`src/verilog/fsem_defines.vh`:
```
// Constants for the fieldbus state error monitor.
//
// Behaviour
// - A failed firmware burn during a file-transfer upgrade in boot raises error 805, LED dark, state kept; boot is never entered, so 805 is never raised.
// - In init a description file that does not match the firmware raises error 806, LED dark, state kept.
// - A transition request that cannot be made from the present state raises error 811 with a blinking LED.
// - A requested target that is no defined state raises error 812 with a blinking LED.
// - On a request error the state is kept up to safe-operational and operational falls back to safe-operational.
// - A request from init into boot raises protection error 813 with a flickering LED and ends in init.
// - In boot or init, firmware that does not match the hardware raises error 814, LED dark, state kept.
// - On init-to-boot a mailbox setup unfit for boot raises error 815 with a blinking LED and returns to init.
// - In pre-operational an invalid mailbox buffer setup raises error 816 with a blinking LED and drops to init.
`ifndef FSEM_DEFINES_VH
`define FSEM_DEFINES_VH

// Machine state codes.
`define FSEM_ST_INIT    4'h1
`define FSEM_ST_PREOP   4'h2
`define FSEM_ST_BOOT    4'h3
`define FSEM_ST_SAFEOP  4'h4
`define FSEM_ST_OP      4'h8

// Port LED patterns.
`define FSEM_LED_OFF    2'h0
`define FSEM_LED_BLINK  2'h1
`define FSEM_LED_FLICK  2'h2

// Error codes: main in the upper byte as two BCD digits, sub in the low nibble.
`define FSEM_ERR_NONE   12'h000
`define FSEM_ERR_805    12'h805
`define FSEM_ERR_806    12'h806
`define FSEM_ERR_811    12'h811
`define FSEM_ERR_812    12'h812
`define FSEM_ERR_813    12'h813
`define FSEM_ERR_814    12'h814
`define FSEM_ERR_815    12'h815
`define FSEM_ERR_816    12'h816

// Error code fields: main code in the upper byte, sub code in the low nibble.
`define FSEM_MAIN_MSB   11
`define FSEM_MAIN_LSB   4
`define FSEM_SUB_MSB    3
`define FSEM_SUB_LSB    0

// Port LED timing at 20 MHz: blink 200 ms half period, flicker 50 ms.
`define FSEM_BLINK_CYC  22'h3d0900
`define FSEM_FLICK_CYC  22'h0f4240
`define FSEM_CNT_ZERO   22'h000000
`define FSEM_CNT_ONE    22'h000001

`endif

```
`src/verilog/fsem_led_gen.v`:
```
// Port LED pattern generator for the state error monitor.
`timescale 1ns/1ps
`default_nettype none
`include "fsem_defines.vh"

module fsem_led_gen (
  input  wire       mclk_i,
  input  wire       nrst_i,
  input  wire [1:0] pattern_i,
  output reg        led_o
);

  reg  [21:0] cnt_q;
  wire [21:0] half_w;

  // A pattern change restarts the phase so the first toggle comes after a full half period.
  reg  [1:0]  pat_q;

  assign half_w = (pattern_i == `FSEM_LED_FLICK) ? `FSEM_FLICK_CYC : `FSEM_BLINK_CYC;

  always @(posedge mclk_i) begin
    if (!nrst_i) begin
      cnt_q <= `FSEM_CNT_ZERO;
      pat_q <= `FSEM_LED_OFF;
      led_o <= 1'b0;
    end else begin
      pat_q <= pattern_i;
      if (pattern_i == `FSEM_LED_OFF) begin
        cnt_q <= `FSEM_CNT_ZERO;
        led_o <= 1'b0;
      end else if (pattern_i != pat_q) begin
        cnt_q <= `FSEM_CNT_ZERO;
        led_o <= 1'b1;
      end else if (cnt_q >= half_w - `FSEM_CNT_ONE) begin
        cnt_q <= `FSEM_CNT_ZERO;
        led_o <= ~led_o;
      end else begin
        cnt_q <= cnt_q + `FSEM_CNT_ONE;
      end
    end
  end

endmodule
`default_nettype wire

```
`src/verilog/fsem_monitor.v`:
```
// Communication state machine with error detection, code display and port LED.
`timescale 1ns/1ps
`default_nettype none
`include "fsem_defines.vh"

module fsem_monitor (
  input  wire        mclk_i,
  input  wire        nrst_i,
  input  wire        req_valid_i,
  input  wire [3:0]  req_state_i,
  input  wire        upgrade_fail_i,
  input  wire        desc_mismatch_i,
  input  wire        fw_mismatch_i,
  input  wire        mbx_boot_bad_i,
  input  wire        mbx_cfg_bad_i,
  input  wire        err_clear_i,
  output reg  [3:0]  state_o,
  output reg         err_pending_o,
  output reg  [7:0]  err_main_o,
  output reg  [3:0]  err_sub_o,
  output wire        port_led_o
);

  // ============================================================
  // Helpers
  // ============================================================
  function is_defined;
    input [3:0] s;
    begin
      case (s)
        `FSEM_ST_INIT:   is_defined = 1'b1;
        `FSEM_ST_PREOP:  is_defined = 1'b1;
        `FSEM_ST_BOOT:   is_defined = 1'b1;
        `FSEM_ST_SAFEOP: is_defined = 1'b1;
        `FSEM_ST_OP:     is_defined = 1'b1;
        default:         is_defined = 1'b0;
      endcase
    end
  endfunction

  // Legal steps: up one level, boot only through init, down to any lower level.
  function is_legal;
    input [3:0] cur;
    input [3:0] tgt;
    begin
      case (cur)
        `FSEM_ST_INIT: begin
          is_legal = (tgt == `FSEM_ST_INIT) || (tgt == `FSEM_ST_PREOP) || (tgt == `FSEM_ST_BOOT);
        end
        `FSEM_ST_BOOT: begin
          is_legal = (tgt == `FSEM_ST_BOOT) || (tgt == `FSEM_ST_INIT);
        end
        `FSEM_ST_PREOP: begin
          is_legal = (tgt != `FSEM_ST_BOOT) && (tgt != `FSEM_ST_OP);
        end
        `FSEM_ST_SAFEOP: begin
          is_legal = (tgt != `FSEM_ST_BOOT);
        end
        `FSEM_ST_OP: begin
          is_legal = (tgt != `FSEM_ST_BOOT);
        end
        default: begin
          is_legal = 1'b0;
        end
      endcase
    end
  endfunction

  // Request error fallback: operational drops to safe-operational, lower states stay.
  function [3:0] fallback;
    input [3:0] cur;
    begin
      fallback = (cur == `FSEM_ST_OP) ? `FSEM_ST_SAFEOP : cur;
    end
  endfunction

  // Local faults stay dark; only the boot protection refusal flickers.
  function [1:0] led_of;
    input [11:0] code;
    begin
      case (code)
        `FSEM_ERR_805: led_of = `FSEM_LED_OFF;
        `FSEM_ERR_806: led_of = `FSEM_LED_OFF;
        `FSEM_ERR_811: led_of = `FSEM_LED_BLINK;
        `FSEM_ERR_812: led_of = `FSEM_LED_BLINK;
        `FSEM_ERR_813: led_of = `FSEM_LED_FLICK;
        `FSEM_ERR_814: led_of = `FSEM_LED_OFF;
        `FSEM_ERR_815: led_of = `FSEM_LED_BLINK;
        `FSEM_ERR_816: led_of = `FSEM_LED_BLINK;
        default:       led_of = `FSEM_LED_OFF;
      endcase
    end
  endfunction

  function [7:0] main_of;
    input [11:0] code;
    begin
      main_of = code[`FSEM_MAIN_MSB:`FSEM_MAIN_LSB];
    end
  endfunction

  function [3:0] sub_of;
    input [11:0] code;
    begin
      sub_of = code[`FSEM_SUB_MSB:`FSEM_SUB_LSB];
    end
  endfunction

  // ============================================================
  // Cause detection
  // ============================================================
  // Each cause counts only in the states in which it can be detected.
  wire        burn_err_w;
  wire        fw_err_w;
  wire        desc_err_w;
  wire        mbx_err_w;
  wire        boot_req_w;

  assign burn_err_w = upgrade_fail_i && (state_o == `FSEM_ST_BOOT);
  assign fw_err_w   = fw_mismatch_i && (state_o == `FSEM_ST_BOOT || state_o == `FSEM_ST_INIT);
  assign desc_err_w = desc_mismatch_i && (state_o == `FSEM_ST_INIT);
  assign mbx_err_w  = mbx_cfg_bad_i && (state_o == `FSEM_ST_PREOP);
  assign boot_req_w = (state_o == `FSEM_ST_INIT) && (req_state_i == `FSEM_ST_BOOT);

  // ============================================================
  // Next state
  // ============================================================
  // Boot is entered only from init, and every such request is refused, so the
  // boot-only checks wait for a boot path that this block does not open.
  reg  [3:0]  state_d;
  reg  [11:0] code_d;
  reg  [1:0]  led_q;

  always @* begin
    state_d = state_o;
    code_d  = `FSEM_ERR_NONE;
    if (burn_err_w) begin
      code_d = `FSEM_ERR_805;
    end else if (fw_err_w) begin
      code_d = `FSEM_ERR_814;
    end else if (desc_err_w) begin
      code_d = `FSEM_ERR_806;
    end else if (mbx_err_w) begin
      code_d  = `FSEM_ERR_816;
      state_d = `FSEM_ST_INIT;
    end else if (req_valid_i) begin
      if (!is_defined(req_state_i)) begin
        code_d  = `FSEM_ERR_812;
        state_d = fallback(state_o);
      end else if (!is_legal(state_o, req_state_i)) begin
        code_d  = `FSEM_ERR_811;
        state_d = fallback(state_o);
      end else if (boot_req_w) begin
        // The mailbox check is reported first; otherwise boot entry is refused.
        if (mbx_boot_bad_i) begin
          code_d = `FSEM_ERR_815;
        end else begin
          code_d = `FSEM_ERR_813;
        end
        state_d = `FSEM_ST_INIT;
      end else begin
        state_d = req_state_i;
      end
    end
  end

  // ============================================================
  // State register
  // ============================================================
  // The state follows every accepted request, even while an older error is still shown.
  always @(posedge mclk_i) begin
    if (!nrst_i) begin
      state_o <= `FSEM_ST_INIT;
    end else begin
      state_o <= state_d;
    end
  end

  // ============================================================
  // Held error code
  // ============================================================
  // A pending error is not overwritten, so the first cause stays visible; a new
  // error in the clearing cycle wins over the clear.
  wire        accept_w;

  assign accept_w = (code_d != `FSEM_ERR_NONE) && (!err_pending_o || err_clear_i);

  always @(posedge mclk_i) begin
    if (!nrst_i) begin
      led_q         <= `FSEM_LED_OFF;
      err_pending_o <= 1'b0;
      err_main_o    <= main_of(`FSEM_ERR_NONE);
      err_sub_o     <= sub_of(`FSEM_ERR_NONE);
    end else if (accept_w) begin
      led_q         <= led_of(code_d);
      err_pending_o <= 1'b1;
      err_main_o    <= main_of(code_d);
      err_sub_o     <= sub_of(code_d);
    end else if (err_clear_i) begin
      led_q         <= `FSEM_LED_OFF;
      err_pending_o <= 1'b0;
      err_main_o    <= main_of(`FSEM_ERR_NONE);
      err_sub_o     <= sub_of(`FSEM_ERR_NONE);
    end
  end

  // ============================================================
  // Port LED
  // ============================================================
  fsem_led_gen u_led (
    .mclk_i    (mclk_i),
    .nrst_i    (nrst_i),
    .pattern_i (led_q),
    .led_o     (port_led_o)
  );

endmodule
`default_nettype wire
```
`config.mk`:
```
export PLATFORM = sky130hd
export DESIGN_NAME = fsem_monitor
export DESIGN_NICKNAME = d
export VERILOG_FILES = /design/src/verilog/fsem_led_gen.v /design/src/verilog/fsem_monitor.v
export VERILOG_INCLUDE_DIRS = /design/src /design/src/verilog
export SDC_FILE = /design/constraint.sdc
export NUM_CORES = 1
export LEC_CHECK = 0
export BUFFER_PORTS_ARGS = -buffer_cell sky130_fd_sc_hd__clkbuf_2
export CORE_MARGIN = 2
export CORE_UTILIZATION = 30
export DETAILED_ROUTE_END_ITERATION = 10
export REMOVE_ABC_BUFFERS = 1
export SLEW_MARGIN = 20
export SYNTH_ARGS = -nofsm -noshare
export SYNTH_HDL_FRONTEND = slang
export SYNTH_SLANG_ARGS = --single-unit
```
`constraint.sdc`:
```
create_clock -name mclk_i -period 2.7 [get_ports mclk_i]
set_input_delay 0.135 -clock mclk_i [delete_from_list [all_inputs] [get_ports mclk_i]]
set_output_delay 0.135 -clock mclk_i [all_outputs]
set_load 0.005 [all_outputs]
```
; Word-level counts from Yosys, hierarchy flattened
; Cells that the tools add are included.
; W data, S select, Z words.
[word_totals]
memories = 0
mem_bits_ro = 0
output_inout_bits = 18
mem_bits_rw = 0
latchBits = 0
reg_bits = 44
[op_classes]
bitwise = 5
n_mux = 40
n_addsub = 2
div = 0
n_lt_le_gt_ge = 1
multipliers = 0
n_eq_ne = 19
shift = 0
reduce_logical = 24
[ops]
columns = op, n
row1 = $mux W12, 8
row2 = $eq A12 B12 Y1 const B, 5
row3 = $mux W4, 8
row4 = $add A22 B1 Y22 const B, 1
row5 = $ge A22 B22 Y1, 1
row6 = $mux W22, 1
row7 = $sub A22 B1 Y22 const B, 1
row8 = $eq A4 B2 Y1 const B, 4
row9 = $mux W1, 16
row10 = $mux W8, 2
row11 = $reduce_bool A12 Y1, 1
row12 = $eq A4 B1 Y1 const B, 2
row13 = $eq A4 B3 Y1 const B, 2
row14 = $eq A4 B4 Y1 const B, 2
row15 = $reduce_or A4 Y1, 2
row16 = $logic_and A1 B1 Y1, 7
row17 = $reduce_bool A2 Y1, 3
row18 = $logic_or A1 B1 Y1, 5
row19 = $not A1 Y1, 5
row20 = $reduce_or A5 Y1, 1
row21 = $mux W2, 2
row22 = $ne A4 B2 Y1 const B, 1
row23 = $ne A4 B4 Y1 const B, 1
row24 = $pmux W1 S4, 1
row25 = other kinds (8), 9

; Depth between registers and ports, before layout
[depth]
ltp_word = 25
mapped_depth = 10

; Hierarchy
; From an unflattened synthesis, not the netlist that was laid out.
[hier_totals]
cells_unflattened = 265
area_unflattened_um2 = 2278.4
[by_module_without_submodules]
columns = mod, area_each_um2, cells_per_inst, n_inst
row1 = fsem_led_gen, 1301.2, 144, 1
row2 = fsem_monitor, 977.2, 121, 1

; Worst setup path after synthesis
; Ideal clock, no wire load.
[synth_path]
path_type = register to register
from = register led_q[0]
to = register u_led.cnt_q[10]
path_buffers = 1
path_stages_with_launch = 11
setup_time_ps = 128
t_arrival_ps = 1988
setup_slack_ps = 584
path_cell_list = dfxtp_1 > nand2b_1 > inv_1 > ha_1 > nand4_1 > nor2_1 > o21ai_0 > a41oi_1 > nand3b_1 > clkbuf_1 > nor2_1
[synth_via]
elab_chain_cells = 5
elab_cells_between_ends = 7
[synth_lines]
columns = item, line
row1 = start: declaration, fsem_monitor.v:132  ; reg [1:0] led_q;
row2 = start signal: assignment, fsem_monitor.v:190  ; led_q <= `FSEM_LED_OFF;
row3 = start signal: assignment, fsem_monitor.v:195  ; led_q <= led_of(code_d);
row4 = start signal: assignment, fsem_monitor.v:200  ; led_q <= `FSEM_LED_OFF;
row5 = $eq A2 B2 Y1 (no line), -
row6 = $mux W22 (no line), -
row7 = $sub A22 B1 Y22 (no line), -
row8 = $ge A22 B22 Y1 (no line), -
row9 = $reduce_or A4 Y1 (no line) *, -
row10 = end signal: assignment, fsem_led_gen.v:23  ; cnt_q <= `FSEM_CNT_ZERO;
row11 = end signal: assignment, fsem_led_gen.v:29  ; cnt_q <= `FSEM_CNT_ZERO;
row12 = end signal: assignment, fsem_led_gen.v:32  ; cnt_q <= `FSEM_CNT_ZERO;
row13 = end: declaration, fsem_led_gen.v:13  ; reg [21:0] cnt_q;
; Mark *: on every way between the ends. The rest lies on a longest branch, timed or not.
; A chain may end at the register's enable or synchronous reset.

; Worst setup path after layout
[layout_path]
from = register led_q[0]
to = register u_led.cnt_q[3]
; The elaborated chain is that of the path after synthesis.

==> impl_results.rst <==
.. list-table::
   :header-rows: 1

   * - Metric
     - Value
   * - Status
     - finished clean
   * - Number of global-route vias before repair
     - 1597
   * - Layout overhead on the synthesized area
     - 13.85%
   * - Number of cell rows
     - 30
   * - Number of flops mapped to enable cells by yosys
     - 0
   * - Top cell type by total area after synthesis
     - sky130_fd_sc_hd__dfxtp_1
   * - Shortest period the worst path allows
     - 2.379 ns
   * - Total number of yosys warnings
     - 0
   * - TNS Setup
     - 0 ns
   * - Cell Area, Synth
     - 2113 µm²
   * - Final instance area
     - 2406 µm²
   * - Required arrival time at the worst endpoint
     - 2.92 ns
   * - Initial standard-cell utilization of the core
     - 0.3110
   * - Die span in x
     - 87.93 µm
   * - Slew @ Worst Pin
     - 0.5898 ns
   * - Buffers added on ports
     - 23
   * - Leakage component of the power
     - 0.9087 nW
   * - Number of setup buffers added after CTS
     - 0
   * - DRT Wirelength
     - 4444 µm
   * - Via count
     - 1761
   * - Cell at the root of the clock tree
     - sky130_fd_sc_hd__clkbuf_8
   * - RSZ-0062 raised after global routing
     - false
   * - Max Root-Sink Buffers
     - 2
   * - Mean area per synthesized cell
     - 8.556 µm²
   * - Worst Hold Margin
     - 0.1520 ns
   * - Post-synthesis sequential area ratio
     - 0.3505
   * - Count of instances resized after the clock tree is built
     - 0
   * - Yosys cell types
     - 53
   * - Top post-synthesis cells by count
     - sky130_fd_sc_hd__dfxtp_1 (37), sky130_fd_sc_hd__nor2_1 (37), sky130_fd_sc_hd__nand2_1 (20)
   * - Power Dens Cells
     - 428.5 nW/µm²
   * - Slowest cell delay on critical path
     - 0.42 ns
   * - Series of cell instances along the critical path
     - nand2b_1 > inv_1 > ha_1 > a211o_1 > o211ai_1 > a41oi_1 > nand3b_1 > buf_4 > nor2_1
   * - Total of flip-flops plus latches after synthesis
     - 37
   * - Worst clock skew
     - 0.008116 ns
   * - Kind of critical path
     - register to register
   * - Clock tree from TritonCTS
     - built
   * - Number of antenna repair diodes
     - 0
   * - Clock buffers created by TritonCTS
     - 5
   * - Area of placed instances
     - 2320 µm²
   * - Final Cycle Share
     - 0.8810
   * - Gate count after technology mapping
     - 247
   * - Clock edge transition at the registers on the reported setup and hold paths
     - 0.08 ns
   * - Maximum vdd ir drop
     - 0.1972 mV
   * - Final Max Tran Viols
     - 0
   * - Top-area cell type share of the netlist area
     - 0.3505
   * - Post-layout net count
     - 296
   * - Async set or reset register ratio after synthesis
     - 0
   * - Max_cap viols
     - 0
   * - Detailed router's first-iteration violation count
     - 71
   * - Congestion Overflow GR
     - 0
   * - All-Layer GR Usage
     - 0.1230
   * - Count of pins on the block boundary
     - 31
   * - Arrival time worst endpoint
     - 2.60 ns
   * - Worst setup slack for register-to-register paths
     - 0.32 ns
   * - Mean number of vias per cell
     - 4.747
   * - RePlAce Congestion
     - 0.8213
   * - Leading post-synthesis cells by cell area
     - sky130_fd_sc_hd__dfxtp_1 (35%), sky130_fd_sc_hd__nor2_1 (6.6%), sky130_fd_sc_hd__xor2_1 (5.4%), sky130_fd_sc_hd__ha_1 (5.3%), sky130_fd_sc_hd__xnor2_1 (4.6%)
   * - Final standard cell utilization of the core
     - 0.3541
   * - Most used flip-flop cell after synthesis
     - sky130_fd_sc_hd__dfxtp_1
   * - Pre-CTS WS
     - 0.3077 ns
   * - Least setup slack across all paths after layout
     - 0.3212 ns
   * - Drt drc
     - 0
   * - Core region area
     - 6794 µm²
   * - H-tree levels
     - 2
   * - Wire per inst
     - 11.98 µm
   * - Count of antenna-violating nets left after detailed routing
     - 0
   * - Wire length of the first global-routing pass
     - 7521 µm
   * - Hold bufs inserted after CTS
     - 0
   * - Number of optimization iterations in the first detailed-route pass
     - 4
   * - Critical Path Slowest Stage Cell
     - sky130_fd_sc_hd__dfxtp_1
   * - Clk_lat worst skew
     - 0.29 ns
   * - CP Launch Type
     - register
   * - Type of the worst min-delay path
     - primary input to register
   * - Half-perimeter wire length after detailed placement
     - 3349 µm
   * - Ratio of cells with drive above 1 in the final layout
     - 0.1600
   * - Hold violation total from the final report
     - 0
   * - Top fanout value on the critical path
     - 12
   * - Number of clock sinks seen by CTS
     - 37
   * - Maximum clock frequency
     - 420.4 MHz
   * - Height of the chip
     - 87.93 µm
   * - Full die area
     - 7732 µm²
   * - Max transition margin
     - 0.6059
   * - Setup-violating endpoint count in the final report
     - 0
   * - Antenna violations before repair
     - 0
   * - Pin count of the biggest net entering global routing
     - 17
   * - Crit end category
     - register
[per-stage QoR]
step | instances | power [mW]
2_1_floorplan | 241 | 0.6283
3_3_place_gp | 363 | 0.6643
3_5_place_dp | 363 | 0.6647
4_1_cts | 371 | 1.051
5_1_grt | 371 | 1.087
6_report | 371 | 1.031
[path summary, 6_finish.rpt]
kind | to | depth (start not counted) | startpoint
worst max-delay path | u_led.cnt_q[3] | 9 | led_q[0]
worst min-delay path | err_pending_o | 3 | err_clear_i
worst max register to register | u_led.cnt_q[3] | 9 | led_q[0]
worst min register to register | err_main_o[0] | 1 | err_main_o[0]
[worst max-delay path: cells and delay by family (launching register included)]
family          cells  cell delay (ns)
buf+inv             2             0.35
flops               1             0.42
compound gates      3             0.64
fa+ha+maj           1             0.31
simple gates        3             0.59
[layer usage]
| metal | track usage | vias up | routed length (µm) |
|---|---|---|---|
| li1 | - | 913 | - |
| met2 | 0.1880 | 37 | 1946 |
| met3 | 0.03393 | 5 | 252 |
| met5 | 0 | - | 0 |
| met4 | 0.03776 | 0 | 51 |
| met1 | 0.1690 | 806 | 2193 |
[logic make-up after synthesis]
| kind of cell | synth area share |
|---|---|
| buf+inv | 0.05092 |
| other cells | 0.001774 |
| fa+ha+maj | 0.05329 |
| simple gates | 0.2670 |
| flops | 0.3505 |
| mux | 0.01125 |
| xor+xnor | 0.09947 |
| compound gates | 0.1658 |
[sequential cells by signal (all words and copies together) (netlist names)]
signal,flops
u_led.cnt_q,22
state_o,4
err_sub_o,3
err_main_o,2
led_q,2
u_led.pat_q,2
err_pending_o,1
u_led.led_o,1
[power by group]
part	total (mW)	internal, mW	switching, mW	leakage, nW
Sequential	0.563	0.555	0.00741	0.300
Combinational	0.0892	0.0382	0.0510	0.565
Clock	0.379	0.178	0.201	0.0439
Total	1.03	0.771	0.259	0.909
[layout by cell type, fill, tap and decap left out, types with 5 or more instances in the layout]
| cell type | count |
|---|---|
| sky130_fd_sc_hd__inv_1 | 9 |
| sky130_fd_sc_hd__o21ai_0 | 7 |
| sky130_fd_sc_hd__ha_1 | 9 |
| sky130_fd_sc_hd__nor3_1 | 5 |
| sky130_fd_sc_hd__a21oi_1 | 7 |
| sky130_fd_sc_hd__nand3_1 | 12 |
| sky130_fd_sc_hd__conb_1 | 7 |
| sky130_fd_sc_hd__xnor2_1 | 11 |
| sky130_fd_sc_hd__clkbuf_8 | 5 |
| sky130_fd_sc_hd__nor2_1 | 37 |
| sky130_fd_sc_hd__nand4_1 | 6 |
| sky130_fd_sc_hd__dfxtp_1 | 37 |
| sky130_fd_sc_hd__xor2_1 | 13 |
| sky130_fd_sc_hd__nand2_1 | 20 |
| sky130_fd_sc_hd__clkbuf_2 | 23 |
[final cells by class]
type                    count  area, µm²
clock inverters             3      17.52
multi-input cells         195       1287
clock buffers               5      68.82
flip-flops and latches     37      740.7
fillers                   711       4388
inverters                   9      33.78
repair buffers             26      137.6
well taps                  96      120.1
Power figures use the tool's default switching activity.
